==> src/verilog/crtc_vert_pkg.sv <==
package crtc_vert_pkg;

  // ==========================================================
  // register indexes
  localparam logic [7:0] IDX_OVERFLOW   = 8'h07;
  localparam logic [7:0] IDX_MAX_SCAN   = 8'h09;
  localparam logic [7:0] IDX_VSYNC_ST   = 8'h10;
  localparam logic [7:0] IDX_VSYNC_END  = 8'h11;
  localparam logic [7:0] IDX_VDISP_END  = 8'h12;
  localparam logic [7:0] IDX_ROW_OFFSET = 8'h13;
  localparam logic [7:0] IDX_UNDERLINE  = 8'h14;
  localparam logic [7:0] IDX_VBLANK_ST  = 8'h15;
  localparam logic [7:0] IDX_VBLANK_END = 8'h16;
  localparam logic [7:0] IDX_MODE_CTRL  = 8'h17;
  localparam logic [7:0] IDX_PROT_LAST  = 8'h07;

  // ==========================================================
  // field positions
  localparam int PROTECT_BIT    = 7;
  localparam int OVF_LC_BIT     = 4;
  localparam int UL_RSVD_BIT    = 7;
  localparam int UL_DWORD_BIT   = 6;
  localparam int UL_CNT4_BIT    = 5;
  localparam int MC_BYTE_BIT    = 6;
  localparam int MC_WRAP_BIT    = 5;
  localparam int MC_CNT2_BIT    = 3;
  localparam int MS_VBS9_BIT    = 5;

  // ==========================================================
  // reset values and divider last counts
  localparam logic [7:0] REG_RESET    = 8'h00;
  localparam logic [9:0] LINE_RESET   = 10'h000;
  localparam logic [1:0] DIV_RESET    = 2'h0;
  localparam logic [1:0] DIV_BY2_LAST = 2'h1;
  localparam logic [1:0] DIV_BY4_LAST = 2'h3;

  // io port selector values
  localparam logic IO_SEL_INDEX = 1'b0;
  localparam logic IO_SEL_DATA  = 1'b1;

  typedef struct packed {
    logic [9:0] vsync_start;
    logic [3:0] vsync_end;
    logic [9:0] vdisp_end;
    logic [9:0] vblank_start;
    logic [7:0] vblank_end;
  } vtiming_t;

  typedef struct packed {
    logic       dword_mode;
    logic       byte_mode;
    logic       wrap_bit15;
    logic       count_by4;
    logic       count_by2;
  } addr_mode_t;

endpackage

==> src/verilog/crtc_vert.sv <==
`timescale 1ns/1ps
module crtc_vert
(
  // clock and reset
  input  wire logic                      sys_clk,
  input  wire logic                      rst_b,
  // indexed io port: sel 0 = index, 1 = data
  input  wire logic                      io_sel,
  input  wire logic                      io_wr,
  input  wire logic                      io_rd,
  input  wire logic [7:0]                io_wdata,
  output logic      [7:0]                io_rdata_ff,
  // raster timing strobes from the horizontal side
  input  wire logic                      char_tick,
  input  wire logic                      line_tick,
  input  wire logic                      frame_start,
  input  wire logic [4:0]                row_scan,
  input  wire logic                      text_mode,
  input  wire logic                      clocking_mode_dword,
  // vertical timing outputs
  output logic [9:0]                     vline_ff,
  output logic                           vsync_ff,
  output logic                           vblank_ff,
  output logic                           vdisp_ff,
  // address generation outputs
  output logic [15:0]                    fb_addr_ff,
  output logic [9:0]                     row_span_ff,
  output logic                           underline_ff,
  output crtc_vert_pkg::addr_mode_t      addr_mode_ff
);
  import crtc_vert_pkg::*;

  // ==========================================================
  // register storage
  logic [7:0]  index_ff;
  logic [7:0]  overflow_ff;
  logic [7:0]  max_scan_ff;
  logic [7:0]  vsync_start_ff;
  logic [7:0]  vsync_end_ff;
  logic [7:0]  vdisp_end_ff;
  logic [7:0]  row_offset_ff;
  logic [6:0]  underline_loc_ff;
  logic [7:0]  vblank_start_ff;
  logic [7:0]  vblank_end_ff;
  logic [7:0]  mode_ctrl_ff;
  logic [15:0] ma_cnt_ff;
  logic [1:0]  div_ff;

  logic        data_wr;
  logic        protect;
  logic        idx_protected;
  vtiming_t    vt;
  addr_mode_t  am;
  logic [9:0]  nxt_vline;
  logic [1:0]  div_last;
  logic        ma_step;

  // ==========================================================
  // readback mux; unmapped indexes read as zero
  function automatic logic [7:0] read_reg(input logic [7:0] idx);
    logic [7:0] r;
    r = 8'h00;
    case (idx)
      IDX_OVERFLOW:   r = overflow_ff;
      IDX_MAX_SCAN:   r = max_scan_ff;
      IDX_VSYNC_ST:   r = vsync_start_ff;
      IDX_VSYNC_END:  r = vsync_end_ff;
      IDX_VDISP_END:  r = vdisp_end_ff;
      IDX_ROW_OFFSET: r = row_offset_ff;
      IDX_UNDERLINE:  r = {1'b0, underline_loc_ff};
      IDX_VBLANK_ST:  r = vblank_start_ff;
      IDX_VBLANK_END: r = vblank_end_ff;
      IDX_MODE_CTRL:  r = mode_ctrl_ff;
      default:        r = 8'h00;
    endcase
    return r;
  endfunction

  // word/dword reorganisation of the counter before the decoder
  function automatic logic [15:0] map_addr(input logic [15:0] ma, input addr_mode_t m);
    logic [15:0] a;
    a = ma;
    if (m.dword_mode)
      a = {ma[13:0], ma[13], ma[12]};
    else if (!m.byte_mode)
      a = {ma[14:0], (m.wrap_bit15 ? ma[15] : ma[13])};
    return a;
  endfunction

  assign data_wr       = io_wr && (io_sel == IO_SEL_DATA);
  assign protect       = vsync_end_ff[PROTECT_BIT];
  assign idx_protected = (index_ff <= IDX_PROT_LAST);

  // ==========================================================
  // index and readback
  always_ff @(posedge sys_clk or negedge rst_b)
  begin
    if (!rst_b)
      index_ff <= REG_RESET;
    else if (io_wr && (io_sel == IO_SEL_INDEX))
      index_ff <= io_wdata;
  end

  always_ff @(posedge sys_clk or negedge rst_b)
  begin
    if (!rst_b)
      io_rdata_ff <= REG_RESET;
    else if (io_rd)
      io_rdata_ff <= (io_sel == IO_SEL_INDEX) ? index_ff : read_reg(index_ff);
  end

  // ==========================================================
  // overflow: the line-compare bit escapes the write protect
  always_ff @(posedge sys_clk or negedge rst_b)
  begin
    if (!rst_b)
      overflow_ff <= REG_RESET;
    else if (data_wr && (index_ff == IDX_OVERFLOW))
    begin
      if (!protect)
        overflow_ff <= io_wdata;
      else
        overflow_ff[OVF_LC_BIT] <= io_wdata[OVF_LC_BIT];
    end
  end

  // ==========================================================
  // remaining registers, one process each
  // accepted while protected; protect covers only indexes up to IDX_PROT_LAST
  function automatic logic wr_hit(input logic [7:0] idx);
    return data_wr && (index_ff == idx) && !(protect && idx_protected);
  endfunction

  always_ff @(posedge sys_clk or negedge rst_b)
  begin
    if (!rst_b)
      max_scan_ff <= REG_RESET;
    else if (wr_hit(IDX_MAX_SCAN))
      max_scan_ff <= io_wdata;
  end

  always_ff @(posedge sys_clk or negedge rst_b)
  begin
    if (!rst_b)
      vsync_start_ff <= REG_RESET;
    else if (wr_hit(IDX_VSYNC_ST))
      vsync_start_ff <= io_wdata;
  end

  always_ff @(posedge sys_clk or negedge rst_b)
  begin
    if (!rst_b)
      vsync_end_ff <= REG_RESET;
    else if (wr_hit(IDX_VSYNC_END))
      vsync_end_ff <= io_wdata;
  end

  always_ff @(posedge sys_clk or negedge rst_b)
  begin
    if (!rst_b)
      vdisp_end_ff <= REG_RESET;
    else if (wr_hit(IDX_VDISP_END))
      vdisp_end_ff <= io_wdata;
  end

  always_ff @(posedge sys_clk or negedge rst_b)
  begin
    if (!rst_b)
      row_offset_ff <= REG_RESET;
    else if (wr_hit(IDX_ROW_OFFSET))
      row_offset_ff <= io_wdata;
  end

  always_ff @(posedge sys_clk or negedge rst_b)
  begin
    if (!rst_b)
      underline_loc_ff <= REG_RESET[6:0];
    else if (wr_hit(IDX_UNDERLINE))
      underline_loc_ff <= io_wdata[6:0];
  end

  always_ff @(posedge sys_clk or negedge rst_b)
  begin
    if (!rst_b)
      vblank_start_ff <= REG_RESET;
    else if (wr_hit(IDX_VBLANK_ST))
      vblank_start_ff <= io_wdata;
  end

  always_ff @(posedge sys_clk or negedge rst_b)
  begin
    if (!rst_b)
      vblank_end_ff <= REG_RESET;
    else if (wr_hit(IDX_VBLANK_END))
      vblank_end_ff <= io_wdata;
  end

  always_ff @(posedge sys_clk or negedge rst_b)
  begin
    if (!rst_b)
      mode_ctrl_ff <= REG_RESET;
    else if (wr_hit(IDX_MODE_CTRL))
      mode_ctrl_ff <= io_wdata;
  end

  // ==========================================================
  // assembled timing values
  // ten-bit sync start
  assign vt.vsync_start  = {overflow_ff[7], overflow_ff[2], vsync_start_ff};
  assign vt.vsync_end    = vsync_end_ff[3:0];
  assign vt.vdisp_end    = {overflow_ff[6], overflow_ff[1], vdisp_end_ff};
  assign vt.vblank_start = {max_scan_ff[MS_VBS9_BIT], overflow_ff[3], vblank_start_ff};
  assign vt.vblank_end   = vblank_end_ff;

  assign am.dword_mode = underline_loc_ff[UL_DWORD_BIT];
  assign am.byte_mode  = mode_ctrl_ff[MC_BYTE_BIT];
  assign am.wrap_bit15 = mode_ctrl_ff[MC_WRAP_BIT];
  assign am.count_by4  = underline_loc_ff[UL_CNT4_BIT];
  assign am.count_by2  = mode_ctrl_ff[MC_CNT2_BIT];

  // ==========================================================
  // scan-line counter
  // restart at first active line
  assign nxt_vline = frame_start ? LINE_RESET : 10'(vline_ff + 10'd1);

  always_ff @(posedge sys_clk or negedge rst_b)
  begin
    if (!rst_b)
      vline_ff <= LINE_RESET;
    else if (frame_start || line_tick)
      vline_ff <= nxt_vline;
  end

  // sync: start wins when start and end land on the same line
  always_ff @(posedge sys_clk or negedge rst_b)
  begin
    if (!rst_b)
      vsync_ff <= 1'b0;
    else if (frame_start || line_tick)
    begin
      if (nxt_vline == vt.vsync_start)
        vsync_ff <= 1'b1;
      else if (nxt_vline[3:0] == vt.vsync_end)
        vsync_ff <= 1'b0;
    end
  end

  always_ff @(posedge sys_clk or negedge rst_b)
  begin
    if (!rst_b)
      vblank_ff <= 1'b0;
    else if (frame_start || line_tick)
    begin
      if (nxt_vline == vt.vblank_start)
        vblank_ff <= 1'b1;
      else if (nxt_vline[7:0] == vt.vblank_end)
        vblank_ff <= 1'b0;
    end
  end

  always_ff @(posedge sys_clk or negedge rst_b)
  begin
    if (!rst_b)
      vdisp_ff <= 1'b0;
    else if (frame_start || line_tick)
      vdisp_ff <= (nxt_vline <= vt.vdisp_end);
  end

  // ==========================================================
  // memory address counter
  // interval select, count-by-2 dominates
  assign div_last = am.count_by2 ? DIV_BY2_LAST : (am.count_by4 ? DIV_BY4_LAST : DIV_RESET);
  assign ma_step  = char_tick && (div_ff == div_last);

  always_ff @(posedge sys_clk or negedge rst_b)
  begin
    if (!rst_b)
      div_ff <= DIV_RESET;
    else if (frame_start || ma_step)
      div_ff <= DIV_RESET;
    else if (char_tick)
      div_ff <= 2'(div_ff + 2'd1);
  end

  always_ff @(posedge sys_clk or negedge rst_b)
  begin
    if (!rst_b)
      ma_cnt_ff <= 16'h0000;
    else if (frame_start)
      ma_cnt_ff <= 16'h0000;
    else if (ma_step)
      ma_cnt_ff <= 16'(ma_cnt_ff + 16'd1);
  end

  always_ff @(posedge sys_clk or negedge rst_b)
  begin
    if (!rst_b)
      fb_addr_ff <= 16'h0000;
    else
      fb_addr_ff <= map_addr(ma_cnt_ff, am);
  end

  always_ff @(posedge sys_clk or negedge rst_b)
  begin
    if (!rst_b)
      row_span_ff <= 10'h000;
    else
      row_span_ff <= clocking_mode_dword ? {row_offset_ff, 2'b00} : {1'b0, row_offset_ff, 1'b0};
  end

  // underline row match in text mode
  always_ff @(posedge sys_clk or negedge rst_b)
  begin
    if (!rst_b)
      underline_ff <= 1'b0;
    else
      underline_ff <= text_mode && (row_scan == underline_loc_ff[4:0]);
  end

  always_ff @(posedge sys_clk or negedge rst_b)
  begin
    if (!rst_b)
      addr_mode_ff <= '0;
    else
      addr_mode_ff <= am;
  end

endmodule

==> config.mk <==
export PLATFORM = sky130hd
export DESIGN_NAME = crtc_vert
export DESIGN_NICKNAME = d
export VERILOG_FILES = /design/src/verilog/crtc_vert_pkg.sv /design/src/verilog/crtc_vert.sv
export SDC_FILE = /design/constraint.sdc
export NUM_CORES = 1
export LEC_CHECK = 0
export BUFFER_PORTS_ARGS = -buffer_cell sky130_fd_sc_hd__buf_2
export CORE_UTILIZATION = 56
export CTS_BUF_LIST = sky130_fd_sc_hd__clkbuf_8
export CTS_CLUSTER_DIAMETER = 120
export CTS_CLUSTER_SIZE = 16
export DETAILED_ROUTE_END_ITERATION = 10
export PLACE_DENSITY = 0.79
export SLEW_MARGIN = 15
export SYNTH_ARGS = -nofsm -noshare
export SYNTH_HDL_FRONTEND = slang
export SYNTH_SLANG_ARGS = --single-unit
export TNS_END_PERCENT = 20
==> constraint.sdc <==
create_clock -name sys_clk -period 2.1 [get_ports sys_clk]
set_input_delay 0.21 -clock sys_clk [delete_from_list [all_inputs] [get_ports sys_clk]]
set_output_delay 0.21 -clock sys_clk [all_outputs]
set_load 0.05 [all_outputs]
==> results of run 1 <==
path summary, 6_finish.rpt:
check	to	slack, ns	depth (start not counted)
worst min-delay path	row_span_ff[1]	0.03	2
max in group asynchronous	vdisp_end_ff[3]	1.05	3
worst max-delay path	vdisp_ff	-0.01	10
worst min register to register	addr_mode_ff[1]	0.48	0
worst max register to register	vdisp_ff	-0.01	10
min in group asynchronous	row_span_ff[4]	0.29	2
cells in the final DEF, fill, tap and decap left out, types with 5 or more instances in the layout:
cell type	Yosys	final
a21oi_1	18	15
a22oi_1	13	13
a31oi_1	7	7
and3_1	10	7
buf_2	9	73
buf_4	3	57
buf_6	1	10
clkbuf_8	0	18
dfrtp_1	157	150
dfrtp_2	0	7
ha_1	12	10
inv_1	20	20
mux2_2	81	76
mux2_4	8	13
mux2i_1	22	22
nand2_1	53	52
nand2b_1	5	5
nand3_1	11	8
nand3_4	2	5
nand4_1	16	16
nor2_1	60	54
nor2_2	1	5
nor2b_1	13	11
o21ai_0	55	50
o21ai_1	2	5
o31ai_1	5	5
o32ai_1	7	7
xnor2_1	20	18
xor2_1	34	34
report_power, final:
part           switching [mW]  total (mW)  internal (mW)
Sequential              0.268        3.52           3.25
Combinational           0.881        1.47          0.592
Clock                    1.21        2.57           1.35
logic make-up (layout without fill, tap and decap cells):
| kind of cell | after synthesis | count (layout) | synth area share [%] |
|---|---|---|---|
| AOI/OAI and AO/OA | 138 | 138 | 10.7 |
| other | 1 | 1 | 0.0453 |
| muxes | 115 | 115 | 16.2 |
| and+or+nand+nor | 212 | 212 | 13.8 |
| buffers and inverters | 69 | 198 | 3.49 |
| DFF | 157 | 157 | 47.4 |
| adders and majority gates | 12 | 12 | 1.81 |
| xor gates and xnor gates | 57 | 57 | 6.44 |
final cells by class:
class	count	share of cell area (%)
timing repair buffer	145	9.85
inverter	21	0.788
multi-input combinational	535	43.2
clock buffer	18	2.48
tap	184	2.30
sequential	157	39.3
clock inverter	14	2.05
critical path, delay by kind of cell (launching register included):
kind,cells,cell delay [ns]
fa+ha+maj,2,0.48
compound gates,3,0.43
simple gates,4,0.48
xor+xnor,1,0.15
flops,1,0.46
layer usage:
layer  global-route usage, %  vias up
li1                        -     2945
met1                    40.6     3301
met2                    50.0      271
met3                    6.46       51
met4                    12.1        0
met5                       0        -
metrics by stage:
stage	cell area (sq um)	setup WS (ns)	power (mW)	setup TNS, ns	std cells
after global routing	10000	-0.0839	7.85	-0.482	1074
after CTS	9790	-0.0201	7.51	-0.144	1070
after floorplan	8360	-0.180	4.42	-0.346	761
after global placement	9230	-0.0244	4.89	-0.420	1032
final	10000	-0.0106	7.56	-0.0106	1074
after detailed placement	9230	-0.0843	4.95	-1.34	1032
timing repair:
| item | CTS | global route |
|---|---|---|
| setup buffers | 4 | 4 |
| endpoints found under the hold margin | 57 | 0 |
| pin swaps | 2 | 17 |
| hold buffers | 2 | 0 |
| endpoints found under the setup margin | 49 | 81 |
| resized for setup | 9 | 44 |
flip-flops by register name, indices dropped and copies added, names as in the netlist, 2 cells and up:
| signal | count |
|---|---|
| row_offset_ff | 8 |
| max_scan_ff | 8 |
| div_ff | 2 |
| vsync_start_ff | 8 |
| vline_ff | 10 |
| vdisp_end_ff | 8 |
| io_rdata_ff | 8 |
| underline_loc_ff | 7 |
| vblank_start_ff | 8 |
| ma_cnt_ff | 16 |
| addr_mode_ff | 5 |
| vsync_end_ff | 8 |
| vblank_end_ff | 8 |
| mode_ctrl_ff | 8 |
| overflow_ff | 8 |
| index_ff | 8 |
| fb_addr_ff | 16 |
| row_span_ff | 9 |
==> results.toml, run 1 <==
[run_status]
status = "finished, violations left"
violations = "setup timing"

[global_route]
grt_max_degree = 60
track_usage_pct = 30.9
grt_pass1_wl_mm = 34.8
antenna_found_initial = 0
grt_pass1_vias = 6408
overflow = 0

[routing]
met3WireLength_mm = 1.32
via_per_inst = 6.12
final_antenna_net_count = 0
met2_length_mm = 10.6
topRoutingLayerUsed = "met4"
wirelength_mm = 21.9
wl_met1_mm = 9.40
dr.pass1.iters = 5
vias = 6568
drt_iter0_drc = 528
detail_route.wl_per_cell_um = 20.4
remaining_drc_errors = 0

[floorplan]
io_pins = 76
die_w_um = 124
dieArea_sq_um = 15300
start_util_pct = 57.2
die_y_um = 124
core-area_sq_um = 14500
rows = 44

[critical_path]
path_cells = "ha_4 > and3_4 > nand3_4 > xor2_4 > nor2_1 > ha_1 > nand4_1 > o211ai_1 > o311a_1 > o21ai_1"
slowest_delay_ns = 0.46
cp-startpoint = "vline_ff[0]"
cp-end-kind = "flop"
critPathMaxFanout = 4
worst-endpoint-arrival_ns = 2.47
critPathRequiredTime_ns = 2.46
critPathLaunchType = "flop"
r2r_start = "vline_ff[0]"
worstSetupPathType = "reg2reg"
cp_slowest_cell = "dfrtp_2"

[synthesis]
synth_top_cell_area_share_pct = 47.4
ys_ff_latch = 157
synth_edf_count = 0
synth_top_area_cell = "dfrtp_1"
ys_seq_area_share_pct = 47.4
synth_ff_type = "dfrtp_1"
ys_types = 71
avgSynthCellArea_sq_um = 10.9
synthCells = 761
synth_fp_nets = 796
synth_commonest_cells = "dfrtp_1, mux2_2, nor2_1, o21ai_0, nand2_1"
ys.warnings.count = 0
yosys.cell_count.top_type = "dfrtp_1"
synth_area_sq_um = 8280
postSynth.asyncResetShare_pct = 100
synthTopCellsByArea = "dfrtp_1, mux2_2, xor2_1"

[sta]
clock_skew_ns = 0.0189
hold_viol_final = 0
rsz0062_at_grt = "true"
fin_crit_ns = 2.11
clock.fmax_ghz = 0.474
setup_slack_ns = -0.0106
tightest_slew_ns = 0.726
drv_slew = 0
slew-limit-headroom_pct = 51.6
period_share_pct = 101
setup_viol = 1
worst_hold_slack_ns = 0.0301

[layout]
utilization_pct = 69.1
area_delta_synth_final_pct = 20.9
nNetsFinal = 912
multiInputGateArea_sq_um = 4320
filler_cell_count = 1010
final_layout_size_suffix_gt1_share_pct = 36.9
seqCellArea_sq_um = 3940
diodes = 0

[cts]
clk_root_buffer_cell = "clkbuf_8"
clkLatencyLatePin_ns = 0.47
htreeDepth = 4
clk_pin_slew_ns = 0.09
numClockSinks = 157
numCtsBuffers = 17
cts_tree = "done"
clockBufferDepth = 2

[placement]
dp_hpwl_mm = 15.8
port_buffers = 74
gp_congestion = 0.961

[hold_path]
min_from = "clocking_mode_dword"
hold_path.class = "in2reg"

[power]
leakage_nw = 4.66
vdd.ir_drop.worst_uv = 394
powerDensity_nw_per_um2 = 755

[run]
cap_violations = 0
Power figures use the tool's default switching activity.
==> run 2, diff against run 1 <==
Settings changed: BUFFER_PORTS_ARGS -buffer_cell sky130_fd_sc_hd__buf_2 to unset, CORE_UTILIZATION 56 to 65, DONT_BUFFER_PORTS set to 1, PLACE_DENSITY 0.79 to 0.81.
Clock period 2.1 ns to 2.21 ns, I/O delays scaled along.
==> run 2 against run 1 <==
The run ends with hold timing left. Clock power increased by 3%. First-iteration DRC count increased by 15%. Clock skew decreased by 0.011 ns. Cell area decreased by 5.0%. Sequential power increased by 1%. Maximum frequency decreased by 2.4%. Critical path type unchanged. Largest cell class unchanged. Highest routed layer unchanged.
==> results.toml, run 2 (synthesis results as in run 1) <==
[cts]
clk_pin_slew_ns = 0.09
hold_buffers = 19
numClockSinks = 157
htreeDepth = 4
cts_tree = "done"
clk_root_buffer_cell = "clkbuf_8"
clkLatencyLatePin_ns = 0.47
clockBufferDepth = 2
numCtsBuffers = 17

[power]
vdd.ir_drop.worst_uv = 541
p_sw_share_pct = 29.3
pwr-share-clk_pct = 36.7
power_frac_comb_pct = 13.8
powerDensity_nw_per_um2 = 758
leakage_nw = 4.31
seqPwrFrac_pct = 49.5
power.switching_mw = 2.11
intPower_mw = 5.09

[floorplan]
die_y_um = 115
die_w_um = 115
dieArea_sq_um = 13200
start_util_pct = 67.8
rows = 40
core-area_sq_um = 12200
io_pins = 76

[global_route]
grt_pass1_wl_mm = 34.5
grt_pass1_vias = 6389
overflow = 0
antenna_found_initial = 1
track_usage_pct = 35.3
grt_max_degree = 158

[routing]
dr.pass1.iters = 5
vias = 6259
wirelength_mm = 21.7
final_antenna_net_count = 0
via_per_inst = 6.35
detail_route.wl_per_cell_um = 22.0
drt_iter0_drc = 608
remaining_drc_errors = 0

[sta]
period_share_pct = 97.9
drv_slew = 0
timing.setup.tns_ns = 0
slew-limit-headroom_pct = 54.2
clock_skew_ns = 0.00819
rsz0062_at_grt = "true"
clock.fmax_ghz = 0.462
tightest_slew_ns = 0.684
setup_viol = 0
fin_crit_ns = 2.16
worst_hold_slack_ns = -0.569
hold_viol_final = 163

[layout]
mostFrequentLayoutCell = "dfrtp_1"
top_regs = "fb_addr_ff: 16 flops, ma_cnt_ff: 16 flops, vline_ff: 10 flops"
area_delta_synth_final_pct = 14.8
multiInputGateArea_sq_um = 4180
filler_cell_count = 787
fin_area_sq_um = 9510
seqCellArea_sq_um = 3940
final_layout_size_suffix_gt1_share_pct = 27.1
final_cell_mix = "dfrtp_1, mux2_2, nor2_1, nand2_1, o21ai_0"
nNetsFinal = 838

[critical_path]
critPathMaxFanout = 8
worstSetupPathType = "reg2reg"
critPathRequiredTime_ns = 2.57
cp-end-kind = "flop"
worst-endpoint-arrival_ns = 2.52
critPathLaunchType = "flop"

[placement]
placed_area_sq_um = 8720
port_buffers = 0
dp_hpwl_mm = 14.6
gp_congestion = 0.973

[run_status]
status = "finished, violations left"
violations = "hold timing"

[hold_path]
hold_path.class = "in2async"

[run]
cap_violations = 0
-- run 2: what timing repair did --
| action | in CTS | in global routing |
|---|---|---|
| endpoints found under the hold margin | 293 | 157 |
| buffers inserted | 0 | 4 |
| resized for setup | 0 | 13 |
| endpoints found under the setup margin | 0 | 55 |
-- run 2: final timing paths --
check	depth (start not counted)	to	slack, ns	from
worst max-delay path	7	vsync_end_ff[2]	0.05	index_ff[5]
worst min-delay path	0	io_rdata_ff[4]	-0.57	rst_b
worst max register to register	7	vsync_end_ff[2]	0.05	index_ff[5]
worst min register to register	0	addr_mode_ff[1]	0.47	underline_loc_ff[5]
max in group asynchronous	0	vline_ff[5]	2.61	rst_b
min in group sys_clk	2	io_rdata_ff[7]	-0.03	io_sel
-- run 2: final cells by class --
| cell class | instances | area share, % |
|---|---|---|
| antenna | 1 | 0.0263 |
| clock buffer | 19 | 2.75 |
| clock inverter | 13 | 2.47 |
| inverter | 21 | 0.829 |
| multi-input combinational | 535 | 43.9 |
| sequential | 157 | 41.4 |
| tap | 168 | 2.21 |
| timing repair buffer | 71 | 6.34 |
-- run 2: stage by stage --
stage / util (%) / cells / setup slack (ns) / total power, mW
after global placement: 71.4 / 929 / 0.0606 / 4.43
final: 77.8 / 985 / 0.0473 / 7.20
after global routing: 77.8 / 984 / -0.128 / 7.44
after CTS: 77.1 / 980 / 0.0226 / 7.17
after detailed placement: 71.4 / 929 / 0.0480 / 4.47
after floorplan: - / 761 / -0.0696 / 4.20
-- run 2: routing by layer --
layer,track usage (%),vias up,share of wire (%)
li1,-,2797,-
met1,46.6,3127,42
met2,57.5,277,48
met3,7.17,58,6.8
met4,14.4,0,3.4
met5,0,-,0
-- run 2: power by group through the flow --
stage | logic (mW) | clock network, mW | registers [mW]
after floorplan | 0.702 | 0 | 3.50
after global placement | 0.838 | 0 | 3.60
after detailed placement | 0.865 | 0 | 3.60
after CTS | 0.955 | 2.67 | 3.55
after global routing | 1.07 | 2.78 | 3.59
final | 0.991 | 2.65 | 3.57
-- run 2: worst max-delay path, cell delays in order (launching register included) --
cell,delay (ns)
dfrtp_1,0.41
or4_4,0.56
nor2_4,0.11
a21oi_2,0.07
and3_1,0.24
buf_4,0.17
nand2_4,0.12
mux2_2,0.36
==> run 3, diff against run 2 <==
Settings changed: CORE_UTILIZATION 65 to 60, GPL_TIMING_DRIVEN set to 0, PLACE_DENSITY 0.81 to 0.79.
Clock period 2.21 ns to 1.9 ns, I/O delays scaled along.
==> run 3 against run 2 <==
The flow finishes with violations (hold timing, setup timing). Flip-flop and latch count unchanged. Sequential share of layout area down 0.90 points. Non-clock buffer count up 13. Via count up 1.5%. First-iteration DRC count up 9.0%. Cell area up 2.5%. Clock power down 5%. Register-to-register slack worse by 0.59 ns. Clock skew up 0.0041 ns. Maximum frequency down 12%. Clock-buffer cell count down 1.
==> results.toml, run 3 (synthesis results as in run 1) <==
[hold_path]
hold_path.class = "in2async"

[critical_path]
r2r_cells = 10
worstSetupPathType = "reg2reg"
critPathRequiredTime_ns = 2.26
r2r_start = "vline_ff[4]"
critPathMaxFanout = 4
r2r_end = "vdisp_ff"
worst-endpoint-arrival_ns = 2.81
reg2reg_slack_ns = -0.55
cp-end-kind = "flop"
critPathLaunchType = "flop"

[cts]
clkLatencyLatePin_ns = 0.47
hold_buffers = 13
clockBufferDepth = 2
numCtsBuffers = 17
cts_tree = "done"
numClockSinks = 157
clk_root_buffer_cell = "clkbuf_8"
clk_pin_slew_ns = 0.09
htreeDepth = 4

[power]
vdd.ir_drop.worst_uv = 585
leakage_nw = 4.34
powerDensity_nw_per_um2 = 813
power_mw = 7.92

[floorplan]
io_pins = 76
start_util_pct = 62.0
die_y_um = 119
rows = 42
core-area_sq_um = 13300
die_w_um = 119
dieArea_sq_um = 14300

[routing]
remaining_drc_errors = 0
final_antenna_net_count = 0
via_per_inst = 6.32
vias = 6354
drt_iter0_drc = 663
dr.pass1.iters = 5
detail_route.wl_per_cell_um = 22.6
wirelength_mm = 22.7

[placement]
dp_cells = 937
dp_hpwl_mm = 15.3
gp_congestion = 0.940
port_buffers = 0

[layout]
mostFrequentLayoutCell = "dfrtp_1"
top_regs = "fb_addr_ff: 16 flops, ma_cnt_ff: 16 flops, vline_ff: 10 flops"
area_delta_synth_final_pct = 17.7
diodes = 0
final_cell_mix = "dfrtp_1, nor2_1, nand2_1, o21ai_0, mux2_4"
stdcell_count = 1005
final_layout_size_suffix_gt1_share_pct = 28.0
nNetsFinal = 851
utilization_pct = 73.0

[sta]
setup_slack_ns = -0.547
clock_skew_ns = 0.0123
worst_hold_slack_ns = -0.593
drv_slew = 0
setup_viol = 90
fin_crit_ns = 2.45
clock.fmax_ghz = 0.409
rsz0062_at_grt = "true"
hold_viol_final = 157
tightest_slew_ns = 0.855
slew-limit-headroom_pct = 43.0
period_share_pct = 129

[global_route]
grt_pass1_vias = 6468
overflow = 0
track_usage_pct = 33.2
grt_pass1_wl_mm = 35.7
antenna_found_initial = 0
grt_max_degree = 158

[run]
cap_violations = 0

[run_status]
status = "finished, violations left"
violations = "hold timing, setup timing"
## run 3: changes by cell type in the layout (fill, tap and decap cells not counted), sizes merged, moves of 2 or more
cell | previous run | this run
bufinv | 6 | 1
clkinvlp | 2 | 4
buf | 53 | 45
dlygate4sd3 | 18 | 13
inv | 22 | 27
clkbuf | 19 | 44
## run 3: stage by stage
stage                     setup slack (ns)  setup TNS (ns)  instance area, sq um
after floorplan                     -0.380           -9.77                  8420
final                               -0.547          -16.94                  9740
after detailed placement             -1.06          -42.10                  8640
after global routing                -0.671          -21.56                  9740
after global placement              -0.994          -37.82                  8640
after CTS                           -0.555          -21.99                  9610
## run 3: worst max-delay path by stage
stage	start	endpoint	slack [ns]	cells after the start
final	vline_ff[4]	vdisp_ff	-0.55	10
after global routing	vline_ff[4]	vdisp_ff	-0.67	10
after CTS	vline_ff[0]	vdisp_ff	-0.56	11
after detailed placement	frame_start	vdisp_ff	-1.06	12
after global placement	frame_start	vdisp_ff	-0.99	12
after floorplan	vline_ff[0]	vdisp_ff	-0.38	12
## run 3: metal layers
metal	part of all wire [%]	GRT usage (%)	routed length, um	up-vias
met2	49	53.6	11100	275
met3	6.7	7.28	1520	48
met1	41	43.4	9350	3201
met4	3.1	13.5	714	0
met5	0	0	0	-
li1	-	-	-	2830
## run 3: final cells by class
| type | count | area [sq um] |
|---|---|---|
| clock inverter | 14 | 149 |
| buffer | 43 | 233 |
| inverter | 21 | 78.8 |
| timing repair buffer | 41 | 370 |
| tap | 176 | 220 |
| sequential | 157 | 3950 |
| fill | 908 | 3600 |
| multi-input combinational | 535 | 4500 |
| clock buffer | 18 | 248 |
## run 3: where the power goes
group	total, mW	leakage (nW)	switching, mW	internal [mW]
logic	1.25	2.04	0.659	0.595
clock network	2.52	0.190	1.40	1.12
registers	4.15	2.11	0.558	3.59
total	7.92	4.34	2.62	5.30
## run 3: what timing repair did
| item | CTS | global route |
|---|---|---|
| setup endpoints to repair | 104 | 99 |
| gates resized for setup | 78 | 32 |
| pin swaps | 26 | 19 |
| hold endpoints to repair | 177 | 157 |
| buffers inserted | 21 | 7 |
| gates cloned | 0 | 0 |
## run 3: worst max-delay path, cell delays in order, from the launching register on
cell and delay, ns:
dfrtp_2 0.55, buf_8 0.14, nand2_2 0.11, nor3_4 0.24, xnor2_1 0.17, nor2_2 0.11, ha_1 0.35, nand4_1 0.17
o211ai_1 0.23, o311a_1 0.19, o21ai_1 0.07
